<file path="src/common/supply_status_word_reporter_defines.vh">
`ifndef SUPPLY_STATUS_WORD_REPORTER_DEFINES_VH
`define SUPPLY_STATUS_WORD_REPORTER_DEFINES_VH

`define ADDR_W          8
`define REG_CTRL        8'h00
`define REG_INTLK_WORD  8'h04
`define REG_SYS_WORD    8'h08
`define REG_COUNTS      8'h0c
`define REG_LATCHES     8'h10
`define REG_LAST_REPLY  8'h14
`define CTRL_ENABLE_BIT 0
`define CTRL_RESET      1'b1
`define RESP_OKAY       2'b00
`define RESP_SLVERR     2'b10

`define LETTER_INTLK    8'h4b
`define LETTER_SYS      8'h53

`define IK_ESTOP        15
`define IK_REMOTE_OFF   14
`define IK_WATER        13
`define IK_VACUUM       12
`define IK_AUX          11
`define IK_KEY_OFF      8
`define IK_BUS_LOW      7
`define IK_BUS_HIGH     6
`define IK_SUMMARY      0

`define SY_METHOD_HI    15
`define SY_METHOD_LO    14
`define SY_PAUSED       13
`define SY_ARC          12
`define SY_RAMPING      11
`define SY_PLASMA       10
`define SY_AT_SETPOINT  9
`define SY_OUTPUT_ON    8
`define SY_TURNED_ON    7
`define SY_ATTENTION    6
`define SY_TARGET_END   5
`define SY_HOST_REMOTE  3
`define SY_USER_LEVEL   2
`define SY_USER_RAMP    1
`define SY_USER_ONOFF   0

`define METHOD_POWER    2'b00
`define METHOD_CURRENT  2'b01
`define METHOD_VOLTAGE  2'b10
`define FIELD_POWER     2'b10
`define FIELD_CURRENT   2'b01
`define FIELD_VOLTAGE   2'b11
`define FIELD_NONE      2'b00

`endif

</file>
<file path="src/axil_slave_port.v">
`timescale 1ns/1ps
`include "supply_status_word_reporter_defines.vh"
module axil_slave_port (
    input  wire               aclk,
    input  wire               aresetn,
    input  wire [`ADDR_W-1:0] s_axi_awaddr,
    input  wire               s_axi_awvalid,
    output reg                s_axi_awready,
    input  wire [31:0]        s_axi_wdata,
    input  wire [3:0]         s_axi_wstrb,
    input  wire               s_axi_wvalid,
    output reg                s_axi_wready,
    output reg  [1:0]         s_axi_bresp,
    output reg                s_axi_bvalid,
    input  wire               s_axi_bready,
    input  wire [`ADDR_W-1:0] s_axi_araddr,
    input  wire               s_axi_arvalid,
    output reg                s_axi_arready,
    output reg  [31:0]        s_axi_rdata,
    output reg  [1:0]         s_axi_rresp,
    output reg                s_axi_rvalid,
    input  wire               s_axi_rready,
    output wire               wr_en,
    output wire [`ADDR_W-1:0] wr_addr,
    output wire [31:0]        wr_data,
    output wire [3:0]         wr_strb,
    input  wire               wr_err,
    output wire               rd_en,
    output wire [`ADDR_W-1:0] rd_addr,
    input  wire [31:0]        rd_data,
    input  wire               rd_err
);
    reg  [`ADDR_W-1:0] awaddr_q;
    reg  [31:0]        wdata_q;
    reg  [3:0]         wstrb_q;
    reg                aw_have_q;
    reg                w_have_q;

    // write fires once both address and data are held
    assign wr_en   = aw_have_q & w_have_q & ~s_axi_bvalid;
    assign wr_addr = awaddr_q;
    assign wr_data = wdata_q;
    assign wr_strb = wstrb_q;
    assign rd_en   = s_axi_arvalid & s_axi_arready;
    assign rd_addr = s_axi_araddr;

    always @(posedge aclk) begin
        if (!aresetn) begin
            s_axi_awready <= 1'b0;
            s_axi_wready  <= 1'b0;
            s_axi_bvalid  <= 1'b0;
            s_axi_bresp   <= `RESP_OKAY;
            aw_have_q     <= 1'b0;
            w_have_q      <= 1'b0;
            awaddr_q      <= {`ADDR_W{1'b0}};
            wdata_q       <= 32'h0000_0000;
            wstrb_q       <= 4'h0;
        end else begin
            if (!aw_have_q && !s_axi_bvalid)
                s_axi_awready <= ~(s_axi_awvalid & s_axi_awready);
            if (!w_have_q && !s_axi_bvalid)
                s_axi_wready <= ~(s_axi_wvalid & s_axi_wready);
            if (s_axi_awvalid && s_axi_awready) begin
                aw_have_q <= 1'b1;
                awaddr_q  <= s_axi_awaddr;
            end
            if (s_axi_wvalid && s_axi_wready) begin
                w_have_q <= 1'b1;
                wdata_q  <= s_axi_wdata;
                wstrb_q  <= s_axi_wstrb;
            end
            if (wr_en) begin
                s_axi_bvalid <= 1'b1;
                s_axi_bresp  <= wr_err ? `RESP_SLVERR : `RESP_OKAY;
                aw_have_q    <= 1'b0;
                w_have_q     <= 1'b0;
            end else if (s_axi_bvalid && s_axi_bready) begin
                s_axi_bvalid  <= 1'b0;
                s_axi_awready <= 1'b1;
                s_axi_wready  <= 1'b1;
            end
        end
    end

    always @(posedge aclk) begin
        if (!aresetn) begin
            s_axi_arready <= 1'b0;
            s_axi_rvalid  <= 1'b0;
            s_axi_rdata   <= 32'h0000_0000;
            s_axi_rresp   <= `RESP_OKAY;
        end else if (rd_en) begin
            s_axi_arready <= 1'b0;
            s_axi_rvalid  <= 1'b1;
            s_axi_rdata   <= rd_data;
            s_axi_rresp   <= rd_err ? `RESP_SLVERR : `RESP_OKAY;
        end else if (s_axi_rvalid && s_axi_rready) begin
            s_axi_rvalid  <= 1'b0;
            s_axi_arready <= 1'b1;
        end else if (!s_axi_rvalid) begin
            s_axi_arready <= 1'b1;
        end
    end
endmodule

</file>
<file path="src/status_reply_serializer.v">
`timescale 1ns/1ps
`include "supply_status_word_reporter_defines.vh"
module status_reply_serializer (
    input  wire        aclk,
    input  wire        aresetn,
    input  wire        load,
    input  wire [15:0] word,
    input  wire [7:0]  letter,
    output reg         reply_valid,
    output reg  [7:0]  reply_data,
    input  wire        reply_ready,
    output reg         last_sent
);
    wire [39:0] frame;
    reg  [31:0] rest_q;
    reg  [2:0]  left_q;

    // four ascii hex digits, leftmost from the top nibble, then the letter
    genvar i;
    generate
        for (i = 0; i < 4; i = i + 1) begin : g_hex
            wire [3:0] nib = word[4*i+3:4*i];
            assign frame[8*i+15:8*i+8] = (nib < 4'ha) ? (8'h30 + {4'h0, nib})
                                                      : (8'h37 + {4'h0, nib});
        end
    endgenerate
    assign frame[7:0] = letter;

    always @(posedge aclk) begin
        if (!aresetn) begin
            reply_valid <= 1'b0;
            reply_data  <= 8'h00;
            rest_q      <= 32'h0000_0000;
            left_q      <= 3'h0;
            last_sent   <= 1'b0;
        end else begin
            last_sent <= 1'b0;
            if (load && !reply_valid) begin
                reply_valid <= 1'b1;
                reply_data  <= frame[39:32];
                rest_q      <= frame[31:0];
                left_q      <= 3'h4;
            end else if (reply_valid && reply_ready) begin
                if (left_q == 3'h0) begin
                    reply_valid <= 1'b0;
                    last_sent   <= 1'b1;
                end else begin
                    reply_data <= rest_q[31:24];
                    rest_q     <= {rest_q[23:0], 8'h00};
                    left_q     <= left_q - 3'h1;
                end
            end
        end
    end
endmodule

</file>
<file path="src/supply_status_word_reporter.v">
// Design decisions made here: the placing of the registers and register access over AXI4-Lite.
`timescale 1ns/1ps
`include "supply_status_word_reporter_defines.vh"
module supply_status_word_reporter (
    input  wire               aclk,
    input  wire               aresetn,
    input  wire [`ADDR_W-1:0] s_axi_awaddr,
    input  wire               s_axi_awvalid,
    output wire               s_axi_awready,
    input  wire [31:0]        s_axi_wdata,
    input  wire [3:0]         s_axi_wstrb,
    input  wire               s_axi_wvalid,
    output wire               s_axi_wready,
    output wire [1:0]         s_axi_bresp,
    output wire               s_axi_bvalid,
    input  wire               s_axi_bready,
    input  wire [`ADDR_W-1:0] s_axi_araddr,
    input  wire               s_axi_arvalid,
    output wire               s_axi_arready,
    output wire [31:0]        s_axi_rdata,
    output wire [1:0]         s_axi_rresp,
    output wire               s_axi_rvalid,
    input  wire               s_axi_rready,
    input  wire               estop_active,
    input  wire               remote_off_high,
    input  wire               water_unmet,
    input  wire               vacuum_unmet,
    input  wire               aux_unmet,
    input  wire               key_switch_off,
    input  wire               bus_volt_low,
    input  wire               bus_volt_high,
    input  wire               handshake_open,
    input  wire               arc_sensed,
    input  wire               ramp_paused,
    input  wire               ramp_active,
    input  wire               plasma_on,
    input  wire               setpoint_reached,
    input  wire               output_is_on,
    input  wire               run_time_over,
    input  wire               target_life_end,
    input  wire               host_remote,
    input  wire               user_level,
    input  wire               user_ramp,
    input  wire               user_onoff,
    input  wire [1:0]         reg_method,
    input  wire               host_takeover_command,
    input  wire               output_off_reset_command,
    input  wire               query_valid,
    input  wire [7:0]         query_letter,
    output reg                query_ready,
    output wire               reply_valid,
    output wire [7:0]         reply_data,
    input  wire               reply_ready
);
    // pins crossing into the clock domain
    localparam NPIN = 23;

    wire [NPIN-1:0] pin_raw;
    reg  [NPIN-1:0] pin_meta_q;
    reg  [NPIN-1:0] pin_sync_q;

    // method on top, then flags from user_onoff down to estop_active
    assign pin_raw = {reg_method, user_onoff, user_ramp, user_level, host_remote,
                      target_life_end, run_time_over, output_is_on, setpoint_reached,
                      plasma_on, ramp_active, ramp_paused, arc_sensed, handshake_open,
                      bus_volt_high, bus_volt_low, key_switch_off, aux_unmet,
                      vacuum_unmet, water_unmet, remote_off_high, estop_active};

    // two-stage synchroniser per pin
    genvar i;
    generate
        for (i = 0; i < NPIN; i = i + 1) begin : g_sync
            always @(posedge aclk) begin
                if (!aresetn) begin
                    pin_meta_q[i] <= 1'b0;
                    pin_sync_q[i] <= 1'b0;
                end else begin
                    pin_meta_q[i] <= pin_raw[i];
                    pin_sync_q[i] <= pin_meta_q[i];
                end
            end
        end
    endgenerate

    // synchronised pin levels
    wire       s_estop      = pin_sync_q[0];
    wire       s_remote_off = pin_sync_q[1];
    wire       s_water      = pin_sync_q[2];
    wire       s_vacuum     = pin_sync_q[3];
    wire       s_aux        = pin_sync_q[4];
    wire       s_key_off    = pin_sync_q[5];
    wire       s_bus_low    = pin_sync_q[6];
    wire       s_bus_high   = pin_sync_q[7];
    wire       s_handshake  = pin_sync_q[8];
    wire       s_arc        = pin_sync_q[9];
    wire       s_paused     = pin_sync_q[10];
    wire       s_ramping    = pin_sync_q[11];
    wire       s_plasma     = pin_sync_q[12];
    wire       s_at_setpt   = pin_sync_q[13];
    wire       s_out_on     = pin_sync_q[14];
    wire       s_run_over   = pin_sync_q[15];
    wire       s_target_end = pin_sync_q[16];
    wire       s_host_rem   = pin_sync_q[17];
    wire       s_user_level = pin_sync_q[18];
    wire       s_user_ramp  = pin_sync_q[19];
    wire       s_user_onoff = pin_sync_q[20];
    wire [1:0] s_method     = pin_sync_q[22:21];

    // latches, counters and the last reply
    reg         ctrl_enable_q;
    reg         takeover_pending_q;
    reg         arc_latched_q;
    reg         turned_on_q;
    reg  [15:0] reply_cnt_q;
    reg  [15:0] ignored_cnt_q;
    reg  [7:0]  last_letter_q;
    reg  [15:0] last_word_q;
    // status words as they are sent
    reg  [15:0] intlk_word;
    reg  [15:0] sys_word;
    reg  [1:0]  method_field;

    // a query counts only when taken with ready high
    wire        query_take  = query_valid & query_ready;
    wire        is_intlk_q  = (query_letter == `LETTER_INTLK);
    wire        is_sys_q    = (query_letter == `LETTER_SYS);
    wire        known_take  = query_take & (is_intlk_q | is_sys_q);
    wire        sys_take    = query_take & is_sys_q;
    wire [15:0] reply_word  = is_intlk_q ? intlk_word : sys_word;
    wire        reply_busy;
    wire        reply_done;

    // any of estop, water, vacuum, aux or key-switch interlocks unmet; remote-off and bus levels are not included
    wire        hw_interlock_unmet = s_estop | s_water | s_vacuum | s_aux | s_key_off;

    // latched conditions; a new event wins over a clear in the same cycle
    always @(posedge aclk) begin
        if (!aresetn) begin
            takeover_pending_q <= 1'b0;
            arc_latched_q      <= 1'b0;
            turned_on_q        <= 1'b0;
        end else begin
            if (host_takeover_command)
                takeover_pending_q <= 1'b1;
            else if (output_off_reset_command)
                takeover_pending_q <= 1'b0;
            if (s_arc)
                arc_latched_q <= 1'b1;
            else if (sys_take)
                arc_latched_q <= 1'b0;
            if (s_out_on)
                turned_on_q <= 1'b1;
            else if (output_off_reset_command)
                turned_on_q <= 1'b0;
        end
    end

    // method code to reply field
    always @* begin
        case (s_method)
            `METHOD_POWER:   method_field = `FIELD_POWER;
            `METHOD_CURRENT: method_field = `FIELD_CURRENT;
            `METHOD_VOLTAGE: method_field = `FIELD_VOLTAGE;
            default:         method_field = `FIELD_NONE;
        endcase
    end

    // unlisted bits stay zero
    always @* begin
        intlk_word                 = 16'h0000;
        intlk_word[`IK_ESTOP]      = s_estop;
        intlk_word[`IK_REMOTE_OFF] = s_remote_off;
        intlk_word[`IK_WATER]      = s_water;
        intlk_word[`IK_VACUUM]     = s_vacuum;
        intlk_word[`IK_AUX]        = s_aux;
        intlk_word[`IK_KEY_OFF]    = s_key_off;
        intlk_word[`IK_BUS_LOW]    = s_bus_low;
        intlk_word[`IK_BUS_HIGH]   = s_bus_high;
        intlk_word[`IK_SUMMARY]    = hw_interlock_unmet | takeover_pending_q |
                                     s_handshake | s_bus_low;
    end

    always @* begin
        sys_word                  = 16'h0000;
        sys_word[`SY_METHOD_HI]   = method_field[1];
        sys_word[`SY_METHOD_LO]   = method_field[0];
        sys_word[`SY_PAUSED]      = s_paused;
        sys_word[`SY_ARC]         = arc_latched_q;
        sys_word[`SY_RAMPING]     = s_ramping;
        sys_word[`SY_PLASMA]      = s_plasma;
        sys_word[`SY_AT_SETPOINT] = s_at_setpt;
        sys_word[`SY_OUTPUT_ON]   = s_out_on;
        sys_word[`SY_TURNED_ON]   = turned_on_q;
        sys_word[`SY_ATTENTION]   = hw_interlock_unmet | takeover_pending_q |
                                    s_run_over;
        sys_word[`SY_TARGET_END]  = s_target_end;
        sys_word[`SY_HOST_REMOTE] = s_host_rem;
        sys_word[`SY_USER_LEVEL]  = s_user_level;
        sys_word[`SY_USER_RAMP]   = s_user_ramp;
        sys_word[`SY_USER_ONOFF]  = s_user_onoff;
    end

    // one query at a time; ready drops on the take of a known letter and returns after the reply
    always @(posedge aclk) begin
        if (!aresetn) begin
            query_ready   <= 1'b0;
            reply_cnt_q   <= 16'h0000;
            ignored_cnt_q <= 16'h0000;
            last_letter_q <= 8'h00;
            last_word_q   <= 16'h0000;
        end else begin
            query_ready <= ctrl_enable_q & ~reply_busy & ~known_take;
            if (known_take) begin
                last_letter_q <= query_letter;
                last_word_q   <= reply_word;
            end else if (query_take) begin
                ignored_cnt_q <= ignored_cnt_q + 16'h0001;
            end
            if (reply_done)
                reply_cnt_q <= reply_cnt_q + 16'h0001;
        end
    end

    // reply framing and byte handshake
    status_reply_serializer u_serializer (
        .aclk        (aclk),
        .aresetn     (aresetn),
        .load        (known_take),
        .word        (reply_word),
        .letter      (query_letter),
        .reply_valid (reply_valid),
        .reply_data  (reply_data),
        .reply_ready (reply_ready),
        .last_sent   (reply_done)
    );
    assign reply_busy = reply_valid;

    // register bus; only the control word is writable
    wire               wr_en;
    wire [`ADDR_W-1:0] wr_addr;
    wire [31:0]        wr_data;
    wire [3:0]         wr_strb;
    wire               rd_en;
    wire [`ADDR_W-1:0] rd_addr;
    reg  [31:0]        rd_data;
    reg                rd_err;
    wire               wr_err = (wr_addr != `REG_CTRL);

    // reply enable, set out of reset
    always @(posedge aclk) begin
        if (!aresetn) begin
            ctrl_enable_q <= `CTRL_RESET;
        end else if (wr_en && !wr_err && wr_strb[0]) begin
            ctrl_enable_q <= wr_data[`CTRL_ENABLE_BIT];
        end
    end

    // read decode; unmapped offsets answer with an error
    always @* begin
        rd_data = 32'h0000_0000;
        rd_err  = 1'b0;
        case (rd_addr)
            `REG_CTRL:       rd_data[`CTRL_ENABLE_BIT] = ctrl_enable_q;
            `REG_INTLK_WORD: rd_data[15:0] = intlk_word;
            `REG_SYS_WORD:   rd_data[15:0] = sys_word;
            `REG_COUNTS:     rd_data = {ignored_cnt_q, reply_cnt_q};
            `REG_LATCHES:    rd_data[2:0] = {turned_on_q, arc_latched_q, takeover_pending_q};
            `REG_LAST_REPLY: rd_data[23:0] = {last_letter_q, last_word_q};
            default:         rd_err = 1'b1;
        endcase
    end

    // slave front end of the register bus
    axil_slave_port u_axil (
        .aclk          (aclk),
        .aresetn       (aresetn),
        .s_axi_awaddr  (s_axi_awaddr),
        .s_axi_awvalid (s_axi_awvalid),
        .s_axi_awready (s_axi_awready),
        .s_axi_wdata   (s_axi_wdata),
        .s_axi_wstrb   (s_axi_wstrb),
        .s_axi_wvalid  (s_axi_wvalid),
        .s_axi_wready  (s_axi_wready),
        .s_axi_bresp   (s_axi_bresp),
        .s_axi_bvalid  (s_axi_bvalid),
        .s_axi_bready  (s_axi_bready),
        .s_axi_araddr  (s_axi_araddr),
        .s_axi_arvalid (s_axi_arvalid),
        .s_axi_arready (s_axi_arready),
        .s_axi_rdata   (s_axi_rdata),
        .s_axi_rresp   (s_axi_rresp),
        .s_axi_rvalid  (s_axi_rvalid),
        .s_axi_rready  (s_axi_rready),
        .wr_en         (wr_en),
        .wr_addr       (wr_addr),
        .wr_data       (wr_data),
        .wr_strb       (wr_strb),
        .wr_err        (wr_err),
        .rd_en         (rd_en),
        .rd_addr       (rd_addr),
        .rd_data       (rd_data),
        .rd_err        (rd_err)
    );
endmodule

</file>
<file path="config.mk">
export PLATFORM = sky130hd
export DESIGN_NAME = supply_status_word_reporter
export DESIGN_NICKNAME = d
export VERILOG_FILES = /design/src/axil_slave_port.v /design/src/status_reply_serializer.v /design/src/supply_status_word_reporter.v
export VERILOG_INCLUDE_DIRS = /design/src /design/src/common
export SDC_FILE = /design/constraint.sdc
export NUM_CORES = 1
export LEC_CHECK = 0
export BUFFER_PORTS_ARGS = -buffer_cell sky130_fd_sc_hd__buf_2
export CORE_MARGIN = 4
export CORE_UTILIZATION = 45
export CTS_BUF_LIST = sky130_fd_sc_hd__clkbuf_8
export DETAILED_ROUTE_END_ITERATION = 16
export GPL_TIMING_DRIVEN = 0
export PLACE_DENSITY = 0.69
export SLEW_MARGIN = 20
export SYNTH_ARGS = -nofsm -noshare
export SYNTH_HDL_FRONTEND = slang
export SYNTH_SLANG_ARGS = --single-unit
</file>
<file path="constraint.sdc">
create_clock -name aclk -period 2.5 [get_ports aclk]
set_input_delay 0.5 -clock aclk [delete_from_list [all_inputs] [get_ports aclk]]
set_output_delay 0.5 -clock aclk [all_outputs]
set_load 0.05 [all_outputs]
</file>
**Yosys cells after proc, flatten, opt, wreduce, memory -nomap -nowiden**

Index checks and enable logic that the tools add are counted.

- $add $sub $neg: 11
- $mul: 0
- Divide/modulo/power cells: 0
- $lt $le $gt $ge: 4
- Equal/unequal tests: 11
- Shifts and indexed selects: 0
- Multiplexer cells: 43
- Bitwise operators: 27
- Reduce and logical (&&, ||, !) cells: 35

Operators with widths:

| cell | number |
|---|---|
| $mux W32 | 3 |
| $mux W8 | 8 |
| $add A6 B4 Y7 const A | 8 |
| $pmux W13 S4 | 1 |
| $add A16 B1 Y16 const B | 2 |
| $mux W1 | 21 |
| $eq A8 B4 Y1 const B | 2 |
| $eq A8 B5 Y1 const B | 2 |
| $eq A8 B7 Y1 const B | 2 |
| $lt A4 B4 Y1 const B | 4 |
| $mux W16 | 1 |
| $pmux W8 S2 | 1 |
| $reduce_bool A2 Y1 | 7 |
| $and A1 B1 Y1 | 10 |
| $logic_and A1 B1 Y1 | 10 |
| $mux W3 | 3 |
| $or A1 B1 Y1 | 9 |
| $eq A8 B3 Y1 const B | 1 |
| $logic_not A8 Y1 | 1 |
| $not A1 Y1 | 8 |
| $pmux W2 S4 | 1 |
| $reduce_and A2 Y1 | 4 |
| $reduce_bool A8 Y1 | 1 |
| $pmux W1 S6 | 1 |
| 13 further kinds | 20 |

- Flip-flop bits (word level): 205
- Latch bits: 0
- Memory bits (writable): 0
- Memory bits (read-only): 0
- Input bits: 94
- Output and inout bits: 51
- Word-level logic and storage cells: 205
- Memories: 0

**Logic depth before layout (Yosys ltp)**

Gate-level depths: netlist of run 1.

- Word-level depth: 11
- Mapped depth: 12
- Mapped depth without buffers: 10

**Cells and area by module**

Synthesis of run 1 repeated with hierarchy kept, for this count alone.

- Cells, all modules: 1140
- Area, all modules: 9992.1 um^2

Modules (own cells, without submodules):

| module | instances | cells each | area each (um^2) | sequential area each (um^2) |
|---|---|---|---|---|
| supply_status_word_reporter | 1 | 485 | 4554.4 | 2122.0 |
| axil_slave_port | 1 | 381 | 3238.1 | 1701.6 |
| status_reply_serializer | 1 | 274 | 2199.6 | 900.9 |

**Worst setup path before layout of run 1**

No wires, ideal clock.

- Path type: in2reg
- Start point: input port query_letter[5]
- End point: register u_serializer.rest_q[19]
- Library setup time: 0.136 ns
- Data arrival time: 2.397 ns
- Data required time: 2.364 ns
- Slack: -0.032 ns
- Stages on the path: 9
- Path buffers: 1
- Cells stage by stage: nand4bb_1 -> buf_2 -> nor4_1 -> a21o_1 -> ha_1 -> inv_1 -> ha_1 -> a2111oi_0 -> a211oi_1

- Word-level cells in the longest chain between the ends: 6
- Elaborated cells between the ends (all ways): 14
- Those cells by class: add/sub (2); order compare (1); eq/ne (3); mux (3); bitwise (2); reduce/logical (3)

RTL lines:

| item | line | RTL |
|---|---|---|
| from (decl) | supply_status_word_reporter.v:49 | `input wire [7:0] query_letter,` |
| branches (longest 6 deep; another with $add A6 B4 Y7) | n/a |  |
| to (signal assigned) | status_reply_serializer.v:41 | `rest_q <= frame[31:0];` |
| to (signal assigned) | status_reply_serializer.v:49 | `rest_q <= {rest_q[23:0], 8'h00};` |
| to (decl) | status_reply_serializer.v:15 | `reg [31:0] rest_q;` |

Parallel ways; which one is timed is not known.
A chain may end at the register's enable or synchronous reset.

**Worst setup path in the final report of run 1**

- Start point: register pin_sync_q[2] (netlist: s_water)
- End point: register u_serializer.rest_q[19]

- Word-level cells in the longest chain between the ends: 10
- Elaborated cells between the ends (all ways): 12
- Those cells by class: add/sub (2); order compare (1); mux (3); bitwise (6)

RTL lines:

| item | line | RTL |
|---|---|---|
| from (decl) | supply_status_word_reporter.v:60 | `reg [NPIN-1:0] pin_sync_q;` |
| from (signal, indexed assignment) | supply_status_word_reporter.v:79 | `pin_sync_q[i] <= pin_meta_q[i];` |
| $or A1 B1 Y1 * (4 in a row) | supply_status_word_reporter.v:134 | `wire hw_interlock_unmet = s_estop \| s_water \| s_vacuum \| s_aux \| s_key_off;` |
| $or A1 B1 Y1 * (2 in a row) | supply_status_word_reporter.v:194 | `` sys_word[`SY_ATTENTION] = hw_interlock_unmet \| takeover_pending_q \| `` |
| $mux W16 * | supply_status_word_reporter.v:129 | `wire [15:0] reply_word = is_intlk_q ? intlk_word : sys_word;` |
| $add A6 B4 Y7 (tied with other cells) | status_reply_serializer.v:24 | `: (8'h37 + {4'h0, nib});` |
| $mux W8 * | status_reply_serializer.v:23 | `assign frame[8*i+15:8*i+8] = (nib < 4'ha) ? (8'h30 + {4'h0, nib})` |
| $mux W32 * | status_reply_serializer.v:38 | `if (load && !reply_valid) begin` |

Mark *: on every way between the ends. The rest lies on a longest branch, timed or not.

==> flow_metrics.tcl, run 1 <==
set metrics [dict create \
    start_util 0.4637 \
    slowest_stage "or4_4" \
    final_nets 1195 \
    fin_tns_setup_ns 0 \
    ir_worst_vdd_uv 483.2 \
    yosysWarnings 0 \
    port_buffers 105 \
    drv_cap 0 \
    final_cell_mix "202 x dfxtp_1, 122 x nor2_1, 115 x buf_2" \
    post-synth-top-area-fraction 0.4805 \
    fill_cells 1689 \
    required_ns 2.88 \
    worst-r2r-cell-count 8 \
    worst-path-buf-inv 1 \
    finalSetupViolCount 0 \
    drv_slew 0 \
    netlist_instances 943 \
    synth.distinct_cells 61 \
    slew_headroom 0.4009 \
    fin_skew_ns 0.01267 \
    critPathMostFrequentCell "ha_1" \
    reg2reg_slack_ns 0.07 \
    cts_hold_buf 0 \
    fmax_mhz 412.0 \
    rr_startpoint "s_water" \
    whs_endpoint "pin_meta_q[21]" \
    grt_max_degree 11 \
    finalCritPeriodShare 0.9708 \
    area_delta_synth_final_pct 18.87 \
    ant_nets 0 \
    ys_ff_latch 202 \
    fin_util 0.5512 \
    slowest_delay_ns 0.57 \
    numCtsBuffers 34 \
    hold_viol_final 0 \
    dieArea_mm2 0.02095 \
    final_common_cell "dfxtp_1" \
    finalWirelength_mm 23.47 \
    hold_start "reg_method[0]" \
    io_pins 145 \
    gp_congestion 0.9490 \
    cts_buffer_depth 3 \
    regToRegEndpoint "u_serializer.rest_q[19]" \
    drc 0 \
    power.density_mw_per_mm2 679.4 \
    worst_hold_slack_ns 0.1891 \
    core_area_mm2 0.01815 \
    synth_edf_count 0 \
    setup_slack_ns 0.07292 \
    synth_ff_type "dfxtp_1" \
    path_class "reg2reg" \
    run_status "completed" \
    ys_seq_area_frac 0.4805 \
    cts_tree "yes" \
    grt_pass1_vias 7085 \
    clkSinkCount 202 \
    async_flop_share 0 \
    die_h_um 144.8 \
    preCtsSetupSlack_ns -0.8801 \
    synth.cell_area_mm2 0.008416 \
    htreeDepth 2 \
    period_minus_slack_ns 2.427 \
    p_leak_nw 3.972 \
    clk_pin_slew_ns 0.06 \
    antenna_found_initial 1 \
    wl_per_cell_um 17.52 \
    via_count 7414 \
    drt-pass1-iter-count 6 \
    first_iter_violations 668 \
    crit_fanout 8 \
    worst_pin_slew_ns 0.8986 \
    dpl_cell_area_mm2 0.009238 \
    syn_avg_cell_area_um2 8.924 \
    place_hpwl_mm 16.77 \
    vias_per_cell 5.533 \
    worstPathArrival_ns 2.81 \
    yosysTopAreaCell "dfxtp_1" \
    die_w_um 144.8 \
    crit_family "simple AND/OR/NAND/NOR gates" \
    grt_overflow 0 \
    cts_root_buffer "clkbuf_8" \
    holdPathStages 2 \
    drive_gt1_frac 0.1766 \
    rows 49 \
    track_usage 0.2240 \
    end_kind "flop" \
    clk_latency_ns 0.51 \
    grt_first_pass_wirelength_mm 37.10 \
    rsz0062_at_grt "yes" \
    worstPathCellList "or4_4, nor4_4, a21o_1, ha_1, inv_1, ha_1, a2111oi_1, a211oi_1" \
    hp-class "in2reg" \
    final_area_mm2 0.01000 \
    startpoint_type "flop" \
    synthTopCellsByArea "dfxtp_1 48%, nor2_1 5.4%, nand2_1 4.0%, a21oi_1 3.9%, and2_1 3.8%" \
]
per-layer routing:
metal,vias to the layer above,wire length [µm],global-route usage
met5,-,19,0
met4,2,806,0.09229
met3,67,1933,0.05357
met2,296,10670,0.3515
met1,3463,10040,0.2971
li1,3586,-,-
registers in the layout, indices dropped and copies added (netlist names), 2 cells and up:
name	flops
pin_meta_q	23
reply_cnt_q	16
u_serializer.reply_data	8
pin_sync_q	2
last_letter_q	8
u_serializer.rest_q	32
u_axil.wr_addr	8
u_serializer.left_q	3
last_word_q	15
ignored_cnt_q	16
u_axil.s_axi_rdata	32
per-stage QoR:
step | std cells | total power [mW]
floorplan | 944 | 3.673
global placement | 1278 | 3.834
detailed placement | 1278 | 3.842
CTS | 1340 | 6.841
global route | 1339 | 7.057
finish | 1340 | 6.796
Yosys cell counts (all sizes together), types with 19 or more instances:
cell / number
dfxtp: 202
nor2: 123
nand2: 90
a21oi: 66
and2: 51
clkbuf: 44
a22oi: 33
o21ai: 32
nand3: 25
mux2i: 22
xnor2: 21
inv: 19
logic make-up after synthesis:
family	Yosys count	synth area share
xor+xnor	34	0.03628
simple gates	376	0.2218
fa+ha+maj	12	0.01784
mux	31	0.03821
flops	202	0.4805
other cells	1	0.0004456
compound gates	211	0.1685
buf+inv	76	0.03643
how the worst max path moves through the flow:
stage,startpoint,endpoint,cells past startpoint
floorplan,query_letter[2],u_serializer.rest_q[19],9
global placement,query_letter[2],u_serializer.rest_q[19],10
detailed placement,query_letter[2],u_serializer.rest_q[19],10
CTS,s_water,u_serializer.rest_q[19],8
global route,s_water,u_serializer.rest_q[10],10
finish,s_water,u_serializer.rest_q[19],8
where the power goes:
part	internal, mW	switching (mW)
combinational	0.160	0.295
clock	1.71	1.29
sequential	3.28	0.0543
area by class of cell:
| cell class | instances | area, µm² | area share |
|---|---|---|---|
| plain buffers | 56 | 234.0 | 0.02339 |
| diodes | 1 | 2.502 | 0.0002502 |
| multi-input cells | 666 | 4111 | 0.4110 |
| flip-flops and latches | 202 | 4044 | 0.4043 |
| inverters | 19 | 71.32 | 0.007129 |
| repair buffers | 110 | 563.0 | 0.05629 |
| clock buffers | 42 | 578.1 | 0.05779 |
| well taps | 229 | 286.5 | 0.02864 |
| clock inverters | 15 | 112.6 | 0.01126 |
repair_timing:
action | 4_1_cts | 5_1_grt
resized for setup | 4 | 4
setup endpoints to repair | 12 | 8
pin swaps | 3 | 1
setup buffers | 5 | 0
No activity file was read; power rests on OpenSTA's default activity.
==> run 2, diff against run 1 <==
==> constraint.sdc (replaced) <==
create_clock -name aclk -period 2.5 [get_ports aclk]
set_input_delay 0.125 -clock aclk [delete_from_list [all_inputs] [get_ports aclk]]
set_output_delay 0.125 -clock aclk [all_outputs]
set_load 0.05 [all_outputs]
==> run 2 against run 1 <==
Compared with the run above:
- power increased by 0.85%
- critical path depth unchanged
- worst hold slack got worse by 0.15 ns
- flip-flop and latch count unchanged
- largest power group unchanged
- critical path type unchanged
- global-route usage increased by 0.52 points
- clock skew increased by 0.0083 ns
- die area unchanged
- critical endpoint unchanged
- sequential share of layout area decreased by 1.6 points
- via count increased by 1.2%
- highest routed layer unchanged
- first-iteration DRC count decreased by 4.5%
- clock-buffer cell count increased by 3
==> flow_metrics.tcl, run 2 (same netlist as run 1, synthesis figures left out) <==
set metrics [dict create \
    run_status "completed" \
    power.density_mw_per_mm2 658.5 \
    core_area_mm2 0.01815 \
    startpoint_type "flop" \
    drv_slew 0 \
    die_w_um 144.8 \
    grt_pass1_vias 7372 \
    final_area_mm2 0.01041 \
    htreeDepth 2 \
    first_iter_violations 638 \
    vias_per_cell 5.426 \
    seqPwrFrac 0.487 \
    layout_top_registers "u_axil.s_axi_rdata x32, u_serializer.rest_q x32, pin_meta_q x23" \
    switching_power_mw 1.658 \
    grt_overflow 0 \
    swShare 0.2419 \
    worstPathArrival_ns 2.77 \
    worst_pin_slew_ns 0.8748 \
    antenna_found_initial 1 \
    drive_gt1_frac 0.1655 \
    final_nets 1239 \
    pwr-share-comb 0.074 \
    cts_buffer_depth 3 \
    drc 0 \
    dieArea_mm2 0.02095 \
    hp-class "in2reg" \
    power_frac_clock 0.439 \
    grt_max_degree 11 \
    clkSinkCount 202 \
    reg2reg_slack_ns 0.12 \
    slew_headroom 0.4168 \
    final_common_cell "dfxtp_1" \
    finalSetupViolCount 0 \
    required_ns 2.89 \
    track_usage 0.2292 \
    place_hpwl_mm 16.80 \
    p_leak_nw 4.137 \
    end_kind "flop" \
    clk_pin_slew_ns 0.06 \
    path_class "reg2reg" \
    fin_tns_setup_ns 0 \
    rows 49 \
    crit_fanout 8 \
    gp_congestion 0.9110 \
    period_minus_slack_ns 2.382 \
    die_h_um 144.8 \
    numCtsBuffers 36 \
    io_pins 145 \
    p_int_mw 5.196 \
    fin_skew_ns 0.02097 \
    p_total_mw 6.854 \
    start_util 0.4637 \
    rsz0062_at_grt "no" \
    cts_root_buffer "clkbuf_8" \
    port_buffers 105 \
    cts_tree "yes" \
    final_cell_mix "201 x dfxtp_1, 122 x nor2_1, 116 x buf_2" \
    dpl_cell_area_mm2 0.009231 \
    drv_cap 0 \
    via_count 7504 \
    clk_latency_ns 0.52 \
    worst_hold_slack_ns 0.03488 \
    grt_first_pass_wirelength_mm 38.04 \
    ant_nets 0 \
    area_delta_synth_final_pct 23.68 \
    hold_viol_final 0 \
    drt-pass1-iter-count 6 \
    ir_worst_vdd_uv 437.5 \
    n_antenna_cell 0 \
    finalWirelength_mm 23.98 \
    fmax_mhz 419.8 \
    finalCritPeriodShare 0.9527 \
    wl_per_cell_um 17.34 \
]
[run 2: cell count changes in the layout (fill, tap and decap cells not counted), sizes merged]
cell and change:
buf -2, bufinv -1, clkbuf +2, clkinv -2, clkinvlp +1, diode -1, dlygate4sd3 +45, inv +1
[run 2: final cells by class]
cell class / count / area [µm²]
buffer: 56 / 231.5
sequential: 202 / 4045
tap: 229 / 286.5
timing repair buffer: 152 / 991.0
clock buffer: 45 / 619.3
fill: 1617 / 7739
multi-input combinational: 666 / 4080
clock inverter: 14 / 83.83
inverter: 19 / 71.32
[run 2: power groups by stage]
stage               Clock, mW  Combinational [mW]  Sequential [mW]
detailed placement          0               0.439             3.40
finish                   3.01               0.509             3.34
CTS                      3.06               0.502             3.33
global route             3.21               0.558             3.34
floorplan                   0               0.261             3.41
global placement            0               0.433             3.40
[run 2: metrics by stage]
stage               cells  utilization  setup slack, ns
floorplan             944            -           0.1791
finish               1383       0.5736           0.1182
CTS                  1384       0.5735          0.02999
detailed placement   1278       0.5087          -0.7151
global placement     1278       0.5087          -0.7261
global route         1383       0.5736          0.01439
[run 2: worst max-delay path, stage by stage, from the launching register on]
cell and delay [ns]:
dfxtp_2 0.37, or4_4 0.55, nor4_4 0.31, a21o_1 0.19, ha_1 0.14, inv_1 0.04, ha_1 0.26, a2111oi_1 0.33
a211oi_1 0.07
[run 2: path summary, 6_finish.rpt]
| check | startpoint | endpoint | depth (start not counted) |
|---|---|---|---|
| worst max register to register | s_water | u_serializer.rest_q[19] | 8 |
| worst min register to register | pin_meta_q[2] | s_water | 1 |
| worst min-delay path | s_axi_araddr[1] | u_axil.s_axi_rdata[2] | 4 |
| worst max-delay path | s_water | u_serializer.rest_q[19] | 8 |
[run 2: routing by layer]
| layer | GRT usage | vias to the layer above | share of wire |
|---|---|---|---|
| met5 | 0 | - | 0.00050 |
| met4 | 0.09720 | 2 | 0.037 |
| met3 | 0.04404 | 67 | 0.066 |
| met2 | 0.3682 | 276 | 0.46 |
| met1 | 0.3022 | 3486 | 0.44 |
| li1 | - | 3673 | - |
[run 2: repair_timing]
action | 4_1_cts | 5_1_grt
hold buffers | 45 | 0
setup endpoints to repair | 3 | 2
setup buffers | 2 | 0
pin swaps | 2 | 0
endpoints found under the hold margin | 43 | 0
resized for setup | 2 | 2
==> run 3, diff against run 2 <==
Settings changed: CELL_PAD_IN_SITES_DETAIL_PLACEMENT set to 1, CELL_PAD_IN_SITES_GLOBAL_PLACEMENT set to 2, CORE_UTILIZATION 45 to 32, PLACE_DENSITY 0.69 to not set, PLACE_DENSITY_LB_ADDON set to 0.1, SLEW_MARGIN 20 to 25.
==> run 3 against run 2 <==
Compared with the run above:
- final area is 2.8% higher
- fmax hardly changed
- sequential power hardly changed
- first-iteration DRC count is 50% lower
- highest routed layer is now met4
- non-clock buffer count is 5 higher
- via count is 1.2% lower
- final cell count is 8.5% higher
- critical path type unchanged
- clock-buffer cell count is 7 higher
- clock skew is 0.0030 ns higher
==> flow_metrics.tcl, run 3 (same netlist as run 1, synthesis figures left out) <==
set metrics [dict create \
    cts_buffer_depth 3 \
    slowest_stage "or4_1" \
    track_usage 0.1977 \
    start_util 0.3239 \
    vias_per_cell 4.942 \
    cts_root_buffer "clkbuf_8" \
    port_buffers 105 \
    required_ns 2.95 \
    finalWirelength_mm 28.49 \
    drc 0 \
    fin_util 0.4118 \
    use_met1 0.2704 \
    drive_gt1_frac 0.1751 \
    hold_viol_final 0 \
    drv_cap 0 \
    drt-pass1-iter-count 4 \
    startpoint_type "flop" \
    p_leak_nw 4.196 \
    worst_hold_slack_ns 0.02097 \
    busiest_layer "met2" \
    layout_top_registers "u_axil.s_axi_rdata x32, u_serializer.rest_q x32, pin_meta_q x23" \
    run_status "completed" \
    grt_max_degree 11 \
    power.density_mw_per_mm2 673.8 \
    numCtsBuffers 38 \
    grt_pass1_vias 7668 \
    first_iter_violations 320 \
    worstPathArrival_ns 2.83 \
    regToRegEndpoint "u_serializer.rest_q[12]" \
    rr_startpoint "s_estop" \
    finalCritPeriodShare 0.9518 \
    fin_skew_ns 0.02392 \
    ir_worst_vdd_uv 326.1 \
    final_cell_mix "200 x dfxtp_1, 121 x nor2_1, 116 x buf_2" \
    reg2reg_slack_ns 0.12 \
    period_minus_slack_ns 2.379 \
    clk_pin_slew_ns 0.05 \
    via_count 7413 \
    area_delta_synth_final_pct 27.15 \
    dieArea_mm2 0.02896 \
    grt_first_pass_wirelength_mm 44.92 \
    hold_start "s_axi_awvalid" \
    grt_util_met3 0.03182 \
    crit_fanout 9 \
    path_class "reg2reg" \
    end_kind "flop" \
    worst-r2r-cell-count 9 \
    final_nets 1246 \
    grt_overflow 0 \
    worst-path-buf-inv 0 \
    slowest_delay_ns 0.54 \
    whs_endpoint "u_axil.wr_addr[6]" \
    worstPathCellList "or4_1, nor2_2, nand2_1, o21ai_0, ha_1, nor2b_1, o2111ai_1, o211ai_1, nor2_1" \
    stdcell_count 1500 \
    worst_pin_slew_ns 0.8920 \
    fmax_mhz 420.3 \
    met2_usage 0.3277 \
    crit_family "simple AND/OR/NAND/NOR gates" \
    rsz0062_at_grt "no" \
    die_h_um 170.2 \
    place_hpwl_mm 20.60 \
    die_w_um 170.2 \
    clk_latency_ns 0.54 \
    hp-class "in2reg" \
    wl_per_cell_um 18.99 \
    clkSinkCount 202 \
    drv_slew 0 \
    cts_tree "yes" \
    core_area_mm2 0.02598 \
    n_antenna_cell 0 \
    htreeDepth 2 \
    rows 59 \
    finalSetupViolCount 0 \
    ant_nets 0 \
    io_pins 145 \
    final_common_cell "dfxtp_1" \
    holdPathStages 3 \
    slew_headroom 0.4053 \
    placedCellCount 1384 \
    antenna_found_initial 0 \
    gp_congestion 0.7903 \
]
## run 3: changes by cell type in the layout (fill, tap and decap cells not counted)
cell           before  now
clkinvlp_4          1    0
a2111oi_2           0    1
o32ai_2             0    1
nor2_2              1    2
nor2_1            122  121
inv_1              30   27
clkinv_2            1    4
o32ai_1             3    2
dfxtp_2             1    2
dlygate4sd3_1      45   50
clkbuf_8           45   52
dfxtp_1           201  200
a2111oi_1           1    0
## run 3: worst max-delay path by stage
stage | from | to | slack [ns] | cells past startpoint
floorplan | s_water | u_serializer.rest_q[19] | 0.18 | 8
global placement | query_letter[2] | u_serializer.rest_q[19] | -0.90 | 10
detailed placement | query_letter[2] | u_serializer.rest_q[19] | -0.51 | 10
CTS | takeover_pending_q | u_serializer.rest_q[19] | 0.006 | 8
global route | s_estop | u_serializer.rest_q[12] | 0.002 | 9
finish | s_estop | u_serializer.rest_q[12] | 0.12 | 9
## run 3: routing by layer
| layer | share of wire | up-vias | routed length, µm |
|---|---|---|---|
| met3 | 0.045 | 33 | 1271 |
| met4 | 0.016 | 0 | 463 |
| met5 | 0 | - | 0 |
| met1 | 0.47 | 3548 | 13380 |
| li1 | - | 3693 | - |
| met2 | 0.47 | 139 | 13380 |
## run 3: final cells by class
| class | count | area (µm²) |
|---|---|---|
| Clock buffer | 52 | 715.7 |
| Tap cell | 335 | 419.2 |
| Inverter | 19 | 71.32 |
| Sequential cell | 202 | 4046 |
| Timing Repair Buffer | 157 | 1041 |
| Fill cell | 3072 | 15280 |
| Buffer | 56 | 231.5 |
| Clock inverter | 13 | 80.08 |
| Multi-Input combinational cell | 666 | 4095 |
## run 3: power by group
group / switching, mW / leakage, nW / total, mW / internal [mW]
combinational: 0.320 / 2.11 / 0.530 / 0.211
sequential: 0.0568 / 1.64 / 3.34 / 3.28
clock: 1.40 / 0.446 / 3.34 / 1.94
## run 3: worst reg2reg max path: stages (launching register included)
cell and delay [ns]:
dfxtp_1 0.44, or4_1 0.54, nor2_2 0.21, nand2_1 0.13, o21ai_0 0.16, ha_1 0.25
nor2b_1 0.06, o2111ai_1 0.26, o211ai_1 0.15, nor2_1 0.12
## run 3: timing repair
action,CTS,global route
buffers inserted,2,0
hold buffers,50,0
gates resized for setup,4,3
pin swaps,2,1
endpoints found under the setup margin,4,4
hold endpoints to repair,46,0
## run 3: through the flow
| step | setup TNS [ns] | cell area, µm² | power [mW] | worst slack (ns) |
|---|---|---|---|---|
| finish | 0 | 10700 | 7.210 | 0.1205 |
| global placement | -9.532 | 9364 | 3.868 | -0.8999 |
| detailed placement | -4.087 | 9370 | 3.872 | -0.5102 |
| floorplan | 0 | 8419 | 3.673 | 0.1791 |
| global route | 0 | 10700 | 7.533 | 0.001720 |
| CTS | 0 | 10690 | 7.339 | 0.006018 |
